`src/core/gfs_cfg.svh`:
```
/*
  Constants of the general-purpose pin function select block: command codes,
  field positions, reset values and reboot timing.
  Assumes inclusion by bare name from the top module and the testbench.
*/
// Behaviour
// - Pins 1-4 route register, reset 5F43.
// - Pins 5-8 route register, reset 8207.
// - Input-select reserved bits always read zero.
// - Enabled trigger turns switches off, waits, restores.
// - Reboot-pin field bits 6:4 picks trigger pin.
// - Comparator field bits 2:0 routes pin, reset 101.
// - Four-bit selector decodes each pin's output source.
`ifndef GFS_CFG_SVH
`define GFS_CFG_SVH

`define GFS_CMD_ROUTE_LOW   8'hF5
`define GFS_CMD_ROUTE_HIGH  8'hF6
`define GFS_CMD_IN_ROUTE    8'hF7

`define GFS_ROUTE_LOW_RST   16'h5F43
`define GFS_ROUTE_HIGH_RST  16'h8207
`define GFS_IN_ROUTE_RST    16'h0005

`define GFS_EN_BIT          7
`define GFS_RBT_MSB         6
`define GFS_RBT_LSB         4
`define GFS_CMP_MSB         2
`define GFS_CMP_LSB         0
`define GFS_IN_ROUTE_MASK   16'h00F7

`define GFS_CLK_MHZ         250
`define GFS_TRIG_MIN_US     50
`define GFS_RBT_DL0_MS      17'h00244
`define GFS_RBT_DL1_MS      17'h00488
`define GFS_RBT_DL2_MS      17'h00910
`define GFS_RBT_DL3_MS      17'h01220
`define GFS_RBT_DL4_MS      17'h02440
`define GFS_RBT_DL5_MS      17'h048A8
`define GFS_RBT_DL6_MS      17'h090EC
`define GFS_RBT_DL7_MS      17'h121D8

`endif

```
`src/core/gfs_pkg.sv`:
```
/*
  Types of the general-purpose pin function select block.
  Assumes gfs_cfg.svh is on the include path.
*/
package gfs_pkg;

  typedef enum logic [3:0] {
    GFS_SRC_TRISTATE = 4'h0,
    GFS_SRC_DATA     = 4'h1,
    GFS_SRC_COMP     = 4'h2,
    GFS_SRC_PGOOD    = 4'h3,
    GFS_SRC_FAULT    = 4'h4,
    GFS_SRC_OVERCUR  = 4'h5,
    GFS_SRC_OPSTAT   = 4'h8,
    GFS_SRC_ALERT    = 4'h9,
    GFS_SRC_LALERT   = 4'hA,
    GFS_SRC_TEMP     = 4'hF
  } gfs_src_e;

  typedef enum logic [1:0] {
    GFS_ST_ON  = 2'b01,
    GFS_ST_OFF = 2'b10
  } gfs_state_e;

  typedef logic [7:0] gfs_pins_t;

endpackage

```
`src/core/gfs_src_if.sv`:
```
/*
  Bundle of internal signal sources offered to every pin output selector.
  Assumes one driver, the top module, and any number of selectors reading.
*/
`timescale 1ns/10ps
`default_nettype none

interface gfs_src_if;
  logic       comparator_output;
  logic       power_good;
  logic       fault;
  logic       overcurrent_status;
  logic       operating_status;
  logic       alert;
  logic       latched_alert;
  logic       temp_sensor;
  logic [7:0] pin_output_data;

  modport source (output comparator_output, power_good, fault, overcurrent_status,
                  operating_status, alert, latched_alert, temp_sensor, pin_output_data);
  modport sink   (input  comparator_output, power_good, fault, overcurrent_status,
                  operating_status, alert, latched_alert, temp_sensor, pin_output_data);
endinterface

`default_nettype wire

```
`src/core/gfs_pin_mux.sv`:
```
/*
  Output selector of one general-purpose pin: decodes a 4-bit source code into
  a registered pin level and an active-low output enable.
  Assumes the clock and synchronous reset of the top module.
*/
`timescale 1ns/10ps
`default_nettype none

module gfs_pin_mux
  import gfs_pkg::*;
#(
  parameter int PIN_IDX = 0
) (
  input  wire logic       clock,
  input  wire logic       rst,
  input  wire logic [3:0] source_sel,
  gfs_src_if.sink         src,
  output logic            pin_out_q,
  output logic            pin_oe_n_q
);

  logic pin_out_d;
  logic pin_oe_n_d;

  // Reserved and unknown codes float the pin so a stray write never drives the board.
  always_comb begin
    pin_out_d  = 1'b0;
    pin_oe_n_d = 1'b0;
    unique case (source_sel)
      GFS_SRC_DATA:    pin_out_d = src.pin_output_data[PIN_IDX];
      GFS_SRC_COMP:    pin_out_d = src.comparator_output;
      GFS_SRC_PGOOD:   pin_out_d = src.power_good;
      GFS_SRC_FAULT:   pin_out_d = src.fault;
      GFS_SRC_OVERCUR: pin_out_d = src.overcurrent_status;
      GFS_SRC_OPSTAT:  pin_out_d = src.operating_status;
      GFS_SRC_ALERT:   pin_out_d = src.alert;
      GFS_SRC_LALERT:  pin_out_d = src.latched_alert;
      GFS_SRC_TEMP: begin
        if (PIN_IDX == 2) begin
          pin_out_d = src.temp_sensor;
        end else begin
          pin_oe_n_d = 1'b1;
        end
      end
      default:         pin_oe_n_d = 1'b1;
    endcase
  end

  always_ff @(posedge clock) begin
    if (rst) begin
      pin_out_q  <= 1'b0;
      pin_oe_n_q <= 1'b1;
    end else begin
      pin_out_q  <= pin_out_d;
      pin_oe_n_q <= pin_oe_n_d;
    end
  end

  // ****************************************************************
  // Checks
  // ****************************************************************
  property p_tristate_code;
    @(posedge clock) disable iff (rst)
      (source_sel == 4'h0) |=> pin_oe_n_q;
  endproperty
  a_tristate_code: assert property (p_tristate_code) else $error("Code 0 did not float the pin.");

  property p_data_code;
    @(posedge clock) disable iff (rst)
      (source_sel == 4'h1) |=> (!pin_oe_n_q && pin_out_q == $past(src.pin_output_data[PIN_IDX]));
  endproperty
  a_data_code: assert property (p_data_code) else $error("Code 1 did not drive the data bit.");

  c_comp_code: cover property (@(posedge clock) disable iff (rst)
    source_sel == 4'h2 ##1 !pin_oe_n_q);

endmodule

`default_nettype wire

```
`src/core/gfs_top.sv`:
```
/*
  General-purpose pin function select: three command registers reached by
  command code, eight pin output selectors, comparator input routing and the
  pin-triggered reboot sequencer.
  Assumes a command engine that presents one decoded command per strobe and
  pins sampled synchronously to the clock.
*/
`timescale 1ns/10ps
`default_nettype none
`include "gfs_cfg.svh"

module gfs_top
  import gfs_pkg::*;
#(
  parameter int MS_CYCLES = `GFS_CLK_MHZ * 1000
) (
  input  wire logic        clock,
  input  wire logic        rst,
  input  wire logic [7:0]  cmd_code,
  input  wire logic        cmd_wr,
  input  wire logic        cmd_rd,
  input  wire logic [15:0] cmd_wdata,
  output logic [15:0]      cmd_rdata_q,
  output logic             cmd_rvalid_q,
  output logic             cmd_unmapped_q,
  input  wire logic [7:0]  pin_in,
  output logic [7:0]       pin_out_q,
  output logic [7:0]       pin_oe_n_q,
  input  wire logic        comparator_output,
  input  wire logic        power_good,
  input  wire logic        fault,
  input  wire logic        overcurrent_status,
  input  wire logic        operating_status,
  input  wire logic        alert,
  input  wire logic        latched_alert,
  input  wire logic        temp_sensor,
  input  wire logic [7:0]  pin_output_data,
  input  wire logic        reboot_trigger_polarity,
  input  wire logic [2:0]  reboot_delay_sel,
  output logic             comparator_input_q,
  output logic             switches_on_q,
  output logic             reboot_active_q
);

  // ****************************************************************
  // Command registers
  // ****************************************************************
  logic [15:0] route_low_q,  route_low_d;
  logic [15:0] route_high_q, route_high_d;
  logic [15:0] in_route_q,   in_route_d;
  logic [15:0] cmd_rdata_d;
  logic        cmd_rvalid_d;
  logic        cmd_unmapped_d;
  logic        mapped;

  always_comb begin
    route_low_d    = route_low_q;
    route_high_d   = route_high_q;
    in_route_d     = in_route_q;
    cmd_rdata_d    = 16'h0000;
    cmd_rvalid_d   = cmd_rd;
    mapped         = (cmd_code == `GFS_CMD_ROUTE_LOW) || (cmd_code == `GFS_CMD_ROUTE_HIGH) ||
                     (cmd_code == `GFS_CMD_IN_ROUTE);
    cmd_unmapped_d = (cmd_rd || cmd_wr) && !mapped;
    if (cmd_wr) begin
      unique case (cmd_code)
        `GFS_CMD_ROUTE_LOW:  route_low_d  = cmd_wdata;
        `GFS_CMD_ROUTE_HIGH: route_high_d = cmd_wdata;
        `GFS_CMD_IN_ROUTE:   in_route_d   = cmd_wdata & `GFS_IN_ROUTE_MASK;
        default: ;
      endcase
    end
    if (cmd_rd) begin
      unique case (cmd_code)
        `GFS_CMD_ROUTE_LOW:  cmd_rdata_d = route_low_q;
        `GFS_CMD_ROUTE_HIGH: cmd_rdata_d = route_high_q;
        `GFS_CMD_IN_ROUTE:   cmd_rdata_d = in_route_q & `GFS_IN_ROUTE_MASK;
        default:             cmd_rdata_d = 16'h0000;
      endcase
    end
  end

  always_ff @(posedge clock) begin
    if (rst) begin
      route_low_q    <= `GFS_ROUTE_LOW_RST;
      route_high_q   <= `GFS_ROUTE_HIGH_RST;
      in_route_q     <= `GFS_IN_ROUTE_RST;
      cmd_rdata_q    <= 16'h0000;
      cmd_rvalid_q   <= 1'b0;
      cmd_unmapped_q <= 1'b0;
    end else begin
      route_low_q    <= route_low_d;
      route_high_q   <= route_high_d;
      in_route_q     <= in_route_d;
      cmd_rdata_q    <= cmd_rdata_d;
      cmd_rvalid_q   <= cmd_rvalid_d;
      cmd_unmapped_q <= cmd_unmapped_d;
    end
  end

  logic       pin_reboot_enable;
  logic [2:0] reboot_pin_choice;
  logic [2:0] comparator_pin_choice;
  assign pin_reboot_enable     = in_route_q[`GFS_EN_BIT];
  assign reboot_pin_choice     = in_route_q[`GFS_RBT_MSB:`GFS_RBT_LSB];
  assign comparator_pin_choice = in_route_q[`GFS_CMP_MSB:`GFS_CMP_LSB];

  // ****************************************************************
  // Pin output selectors
  // ****************************************************************
  gfs_src_if src_bus ();
  assign src_bus.comparator_output  = comparator_output;
  assign src_bus.power_good         = power_good;
  assign src_bus.fault              = fault;
  assign src_bus.overcurrent_status = overcurrent_status;
  assign src_bus.operating_status   = operating_status;
  assign src_bus.alert              = alert;
  assign src_bus.latched_alert      = latched_alert;
  assign src_bus.temp_sensor        = temp_sensor;
  assign src_bus.pin_output_data    = pin_output_data;

  logic [31:0] route_all;
  assign route_all = {route_high_q, route_low_q};

  for (genvar i = 0; i < 8; i++) begin : g_pin
    gfs_pin_mux #(.PIN_IDX(i)) u_mux (
      .clock      (clock),
      .rst        (rst),
      .source_sel (route_all[4*i +: 4]),
      .src        (src_bus.sink),
      .pin_out_q  (pin_out_q[i]),
      .pin_oe_n_q (pin_oe_n_q[i])
    );
  end

  // ****************************************************************
  // Input routing and reboot trigger
  // ****************************************************************
  logic comparator_input_d;
  logic trig_level_q, trig_level_d;
  logic trig_edge;

  // Code n selects pin n+1 for both fields, so index the pin vector directly.
  always_comb begin
    comparator_input_d = pin_in[comparator_pin_choice];
    trig_level_d       = pin_in[reboot_pin_choice] ^ reboot_trigger_polarity;
  end

  // A change of polarity or pin choice can look like an edge; software should
  // clear the enable while it reprograms the trigger.
  assign trig_edge = trig_level_d && !trig_level_q;

  always_ff @(posedge clock) begin
    if (rst) begin
      comparator_input_q <= 1'b0;
      trig_level_q       <= 1'b0;
    end else begin
      comparator_input_q <= comparator_input_d;
      trig_level_q       <= trig_level_d;
    end
  end

  // ****************************************************************
  // Reboot sequencer
  // ****************************************************************
  gfs_state_e  state_q, state_d;
  logic [31:0] tick_cnt_q, tick_cnt_d;
  logic [16:0] ms_cnt_q, ms_cnt_d;
  logic [16:0] delay_ms;
  logic        ms_tick;

  always_comb begin
    unique case (reboot_delay_sel)
      3'h0: delay_ms = `GFS_RBT_DL0_MS;
      3'h1: delay_ms = `GFS_RBT_DL1_MS;
      3'h2: delay_ms = `GFS_RBT_DL2_MS;
      3'h3: delay_ms = `GFS_RBT_DL3_MS;
      3'h4: delay_ms = `GFS_RBT_DL4_MS;
      3'h5: delay_ms = `GFS_RBT_DL5_MS;
      3'h6: delay_ms = `GFS_RBT_DL6_MS;
      3'h7: delay_ms = `GFS_RBT_DL7_MS;
    endcase
  end

  assign ms_tick = (tick_cnt_q == 32'(MS_CYCLES - 1));

  always_comb begin
    state_d    = state_q;
    tick_cnt_d = 32'h0000_0000;
    ms_cnt_d   = ms_cnt_q;
    unique case (state_q)
      GFS_ST_ON: begin
        if (pin_reboot_enable && trig_edge) begin
          state_d  = GFS_ST_OFF;
          ms_cnt_d = delay_ms;
        end
      end
      GFS_ST_OFF: begin
        tick_cnt_d = ms_tick ? 32'h0000_0000 : tick_cnt_q + 32'h0000_0001;
        if (ms_tick) begin
          ms_cnt_d = ms_cnt_q - 17'h00001;
          if (ms_cnt_q == 17'h00001) begin
            state_d = GFS_ST_ON;
          end
        end
      end
      default: state_d = GFS_ST_ON;
    endcase
  end

  always_ff @(posedge clock) begin
    if (rst) begin
      state_q         <= GFS_ST_ON;
      tick_cnt_q      <= 32'h0000_0000;
      ms_cnt_q        <= 17'h00000;
      switches_on_q   <= 1'b1;
      reboot_active_q <= 1'b0;
    end else begin
      state_q         <= state_d;
      tick_cnt_q      <= tick_cnt_d;
      ms_cnt_q        <= ms_cnt_d;
      switches_on_q   <= (state_d == GFS_ST_ON);
      reboot_active_q <= (state_d == GFS_ST_OFF);
    end
  end

  // ****************************************************************
  // Checks
  // ****************************************************************
  property p_low_reset;
    @(posedge clock) rst |=> (route_low_q == 16'h5F43);
  endproperty
  a_low_reset: assert property (p_low_reset) else $error("Low route register reset value wrong.");

  property p_high_write;
    @(posedge clock) disable iff (rst)
      (cmd_wr && cmd_code == 8'hF6) |=> (route_high_q == $past(cmd_wdata));
  endproperty
  a_high_write: assert property (p_high_write) else $error("High route register write lost.");

  property p_reserved_zero;
    @(posedge clock) disable iff (rst)
      (cmd_rd && cmd_code == 8'hF7) |=> (cmd_rvalid_q && (cmd_rdata_q & 16'hFF08) == 16'h0000);
  endproperty
  a_reserved_zero: assert property (p_reserved_zero) else $error("Reserved input bits read nonzero.");

  property p_reboot_off;
    @(posedge clock) disable iff (rst)
      (state_q == GFS_ST_ON && pin_reboot_enable && trig_edge) |=> ##1 (!switches_on_q && reboot_active_q);
  endproperty
  a_reboot_off: assert property (p_reboot_off) else $error("Trigger did not turn switches off.");

  property p_reboot_disabled;
    @(posedge clock) disable iff (rst)
      (state_q == GFS_ST_ON && !pin_reboot_enable) |=> (state_q == GFS_ST_ON);
  endproperty
  a_reboot_disabled: assert property (p_reboot_disabled) else $error("Reboot started while disabled.");

  property p_trig_pin;
    @(posedge clock) disable iff (rst)
      1'b1 |=> (trig_level_q == ($past(pin_in[reboot_pin_choice]) ^ $past(reboot_trigger_polarity)));
  endproperty
  a_trig_pin: assert property (p_trig_pin) else $error("Reboot trigger sampled from wrong pin.");

  property p_comp_pin;
    @(posedge clock) disable iff (rst)
      (comparator_pin_choice == 3'h5) |=> (comparator_input_q == $past(pin_in[5]));
  endproperty
  a_comp_pin: assert property (p_comp_pin) else $error("Comparator not routed from pin 6.");

  property p_restore;
    @(posedge clock) disable iff (rst)
      (state_q == GFS_ST_OFF && ms_tick && ms_cnt_q == 17'h00001) |=> ##1 switches_on_q;
  endproperty
  a_restore: assert property (p_restore) else $error("Switches not restored after delay.");

  c_reboot: cover property (@(posedge clock) disable iff (rst) $rose(reboot_active_q));
  c_restore: cover property (@(posedge clock) disable iff (rst) $rose(switches_on_q));
  c_unmapped: cover property (@(posedge clock) disable iff (rst) cmd_unmapped_q);

endmodule

`default_nettype wire

```
`config.mk`:
```
export PLATFORM = sky130hd
export DESIGN_NAME = gfs_top
export DESIGN_NICKNAME = d
export VERILOG_FILES = /design/src/core/gfs_pkg.sv /design/src/core/gfs_src_if.sv /design/src/core/gfs_pin_mux.sv /design/src/core/gfs_top.sv
export VERILOG_INCLUDE_DIRS = /design/src /design/src/core
export SDC_FILE = /design/constraint.sdc
export NUM_CORES = 1
export LEC_CHECK = 0
export BUFFER_PORTS_ARGS = -buffer_cell sky130_fd_sc_hd__buf_2
export CORE_MARGIN = 2
export CORE_UTILIZATION = 50
export CTS_CLUSTER_DIAMETER = 60
export CTS_CLUSTER_SIZE = 12
export DETAILED_ROUTE_END_ITERATION = 8
export PLACE_DENSITY = 0.71
export SLEW_MARGIN = 15
export SYNTH_ARGS = -nofsm -noshare
export SYNTH_HDL_FRONTEND = slang
export SYNTH_HIERARCHICAL = 1
export SYNTH_SLANG_ARGS = --single-unit
```
`constraint.sdc`:
```
create_clock -name clock -period 5.74 [get_ports clock]
set_input_delay 0.861 -clock clock [delete_from_list [all_inputs] [get_ports clock]]
set_output_delay 0.861 -clock clock [all_outputs]
set_load 0.05 [all_outputs]
```
==> flow_metrics.py <==
metrics = {
    "synth": {
        "synth_top_cell_by_area": "dfxtp_1",
        "synth_fp_nets": 851,
        "yosys_register_bits": 128,
        "synth_ff_type": "dfxtp_1",
        "async_flop_share_pct": 0,
        "synth.area.top_cells": "dfxtp_1 38%, nand2_1 6.3%, nand3b_1 4.8%, nor2_1 4.0%, a21oi_1 3.6%",
        "netlist_instances": 786,
        "ys_seq_area_share_pct": 38.0,
        "synth_top_area_share_pct": 38.0,
        "ys_types": 66,
        "synth_area_per_cell_um2": 8.59,
        "synth_edf_count": 0,
        "synth_area_um2": 6750,
        "ys.warnings.count": 6,
    },
    "timing": {
        "finalMaxSlewViolations": 0,
        "finalSetupViolCount": 0,
        "worstMarginPinSlew_ns": 0.984,
        "rsz0062_at_grt": "false",
        "finalSetupTns_ns": 0,
        "slew_headroom_pct": 34.3,
        "clock_skew_ns": 0.00535,
        "period_minus_slack_ns": 2.87,
        "period_share_pct": 50.0,
        "fmax_ghz": 0.349,
        "hold_viol": 0,
    },
    "clock_tree": {
        "cts_made_buffers": 17,
        "ctsHoldBuffers": 0,
        "clock_sinks": 128,
        "cts_setup_buffers": 0,
        "cts.htree.levels": 4,
        "cts_max_path_buffers": 2,
        "clock_latency_ns": 0.42,
        "cts_tree": "done",
        "clk_pin_slew_ns": 0.05,
        "cts_resized": 0,
        "root_buffer": "clkbuf_16",
    },
    "die": {
        "die_area_um2": 14400,
        "die_x_um": 120,
        "rows": 42,
        "ios": 93,
        "chipHeight_um": 120,
        "fp.coreArea_um2": 13200,
        "initial_core_util_pct": 51.2,
    },
    "placed_design": {
        "placed_area_um2": 7280,
        "placed_cells": 1020,
        "gp_congestion": 0.830,
        "io_buffer_count": 92,
        "place.detailed.hpwl_um": 11800,
    },
    "outcome": {
        "status": "complete, no violations",
    },
    "grt": {
        "grt_pass1_vias": 5942,
        "grt_max_degree": 49,
        "antenna_found_initial": 0,
        "gr-total-overflow": 0,
        "grt_pass1_wl_um": 29100,
        "grt_usage_pct": 25.2,
    },
    "routing": {
        "drt_wl_total_um": 17600,
        "firstDrtPassIters": 5,
        "dr.first_iter.drc_count": 561,
        "met1Wirelength_um": 7950,
        "vias_per_cell": 5.91,
        "wire_per_inst_um": 16.8,
        "top_layer": "met4",
        "route.met3.wl_um": 973,
        "ant_nets": 0,
        "wl_met2_um": 8260,
        "vias": 6217,
        "drc_errors": 0,
    },
    "critical_path": {
        "crit_fanout": 18,
        "cp-start-kind": "flop",
        "crit_path_end_kind": "flop",
        "worstPathRequired_ns": 6.01,
        "cp.arrival_ns": 3.14,
        "criticalPathCategory": "reg2reg",
    },
    "worst_hold_path": {
        "hp-class": "reg2reg",
    },
    "power": {
        "p_leak_uw": 0.00305,
        "irDropWorstVdd_v": 0.000176,
        "cellPowerDensity_nw_per_um2": 270,
    },
    "layout": {
        "post-route-cell-area_um2": 7900,
        "area_growth_pct": 17.0,
        "drive_gt1_share_pct": 20.4,
        "nets": 928,
        "fin_cells": 1052,
        "antennaDiodeCount": 0,
        "final_util_pct": 59.9,
    },
    "flow_run": {
        "cap_viol_max_count": 0,
    },
}
[cells in the final DEF (no fill, tap or decap), types with 10 or more instances in the layout]
cell type / Yosys / routed
dfxtp_1: 128 / 128
buf_2: 3 / 92
o211ai_1: 15 / 15
a22oi_1: 18 / 18
nand4_1: 12 / 12
mux2i_1: 13 / 13
xnor2_1: 10 / 10
o21ai_0: 12 / 12
nor2_1: 72 / 72
nand2_1: 113 / 113
and3b_1: 15 / 15
inv_1: 25 / 24
nand3b_1: 43 / 43
xor2_1: 21 / 21
clkbuf_16: 0 / 17
a21oi_1: 48 / 48
nor3_1: 10 / 10
nand3_1: 27 / 27
and3_1: 11 / 11
a211o_1: 15 / 15
[final cells by class]
type	count	area [um2]
fill	1137	5290
multi-input combinational	596	3930
sequential	128	2560
clock buffer	23	488
timing repair buffer	94	475
tap	176	220
clock inverter	9	130
inverter	26	97.6
[stage by stage]
stage | power (uW) | setup WS [ns] | hold WS (ns)
finish | 2130 | 2.87 | 0.475
global route | 2210 | 2.63 | 0.493
CTS | 2150 | 2.85 | 0.472
detailed placement | 1040 | 2.45 | 0.465
global placement | 1040 | 2.56 | 0.439
floorplan | 994 | 3.36 | 0.430
[cells in the mapped netlist (3+ instances only)]
cell type  instances
ha_1               9
buf_6              3
o21a_1             4
nor4_1             7
nand3_1           27
and3_1            11
a211o_1           15
nand2_1          113
nor2b_1            9
a21oi_1           48
o32ai_1            5
clkbuf_1          29
buf_2              3
nor3_1            10
and3b_1           15
nand2b_1           3
a31oi_1            4
nor2_1            72
o21ai_1            7
o311ai_0           4
a41oi_2            7
mux2_2             8
o31ai_2            4
and2_1             4
or4_4              7
nand4_1           12
xor2_1            21
o211ai_2           7
or4_1              3
dfxtp_1          128
a211o_2            7
or3_1              3
a22oi_1           18
and4_1             4
inv_1             25
mux2i_1           13
o211ai_1          15
o21ai_0           12
nand3b_1          43
a211oi_1           3
xnor2_1           10
[path summary, 6_finish.rpt]
path	startpoint	to	slack [ns]	cells after the start
worst min register to register	ms_cnt_q[12]$_SDFFE_PP0P_	ms_cnt_q[12]$_SDFFE_PP0P_	0.47	2
worst min-delay path	ms_cnt_q[12]$_SDFFE_PP0P_	ms_cnt_q[12]$_SDFFE_PP0P_	0.47	2
worst max-delay path	in_route_q[5]$_SDFFE_PP0P_	ms_cnt_q[3]$_SDFFE_PP0P_	2.87	6
worst max register to register	in_route_q[5]$_SDFFE_PP0P_	ms_cnt_q[3]$_SDFFE_PP0P_	2.87	6
[critical path: stages (launching register included)]
cell and delay (ns):
dfxtp_1 0.50, mux2_4 0.34, a2bb2oi_2 0.19, and3b_4 0.21, o31ai_4 0.59, nand2b_1 0.71
o32ai_1 0.18
[state kept, by name, indices dropped and copies added (netlist names)]
name and flops:
route_high_q 16, tick_cnt_q 32, ms_cnt_q 17, comparator_input_q 1
reboot_active_q 1, trig_level_q 1, switches_on_q 1, route_low_q 16
cmd_rdata_q 16, cmd_rvalid_q 1, in_route_q 7, cmd_unmapped_q 1
state_q 2, g_pin.u_mux/pin_oe_n_q 8, g_pin.u_mux/pin_out_q 8
[per-layer routing]
| metal | track usage [%] | up-vias |
|---|---|---|
| met4 | 11.5 | 0 |
| li1 | - | 3006 |
| met5 | 0 | - |
| met3 | 4.81 | 41 |
| met1 | 32.6 | 2948 |
| met2 | 40.9 | 222 |
[report_power, final]
group	switching, uW	total, uW	internal, uW
sequential	3.72	901	897
combinational	83.5	127	43.6
clock	380	1110	727
[cell families after synthesis]
logic type,count (synthesis),share of synthesized area (%)
adders and majority gates,9,1.67
muxes,24,4.15
AOI/OAI and AO/OA,176,20.1
and+or+nand+nor,356,28.2
buffers and inverters,62,3.89
DFF,128,38.0
xor gates and xnor gates,31,4.02
Note: power is estimated with default switching activity, not from simulation.
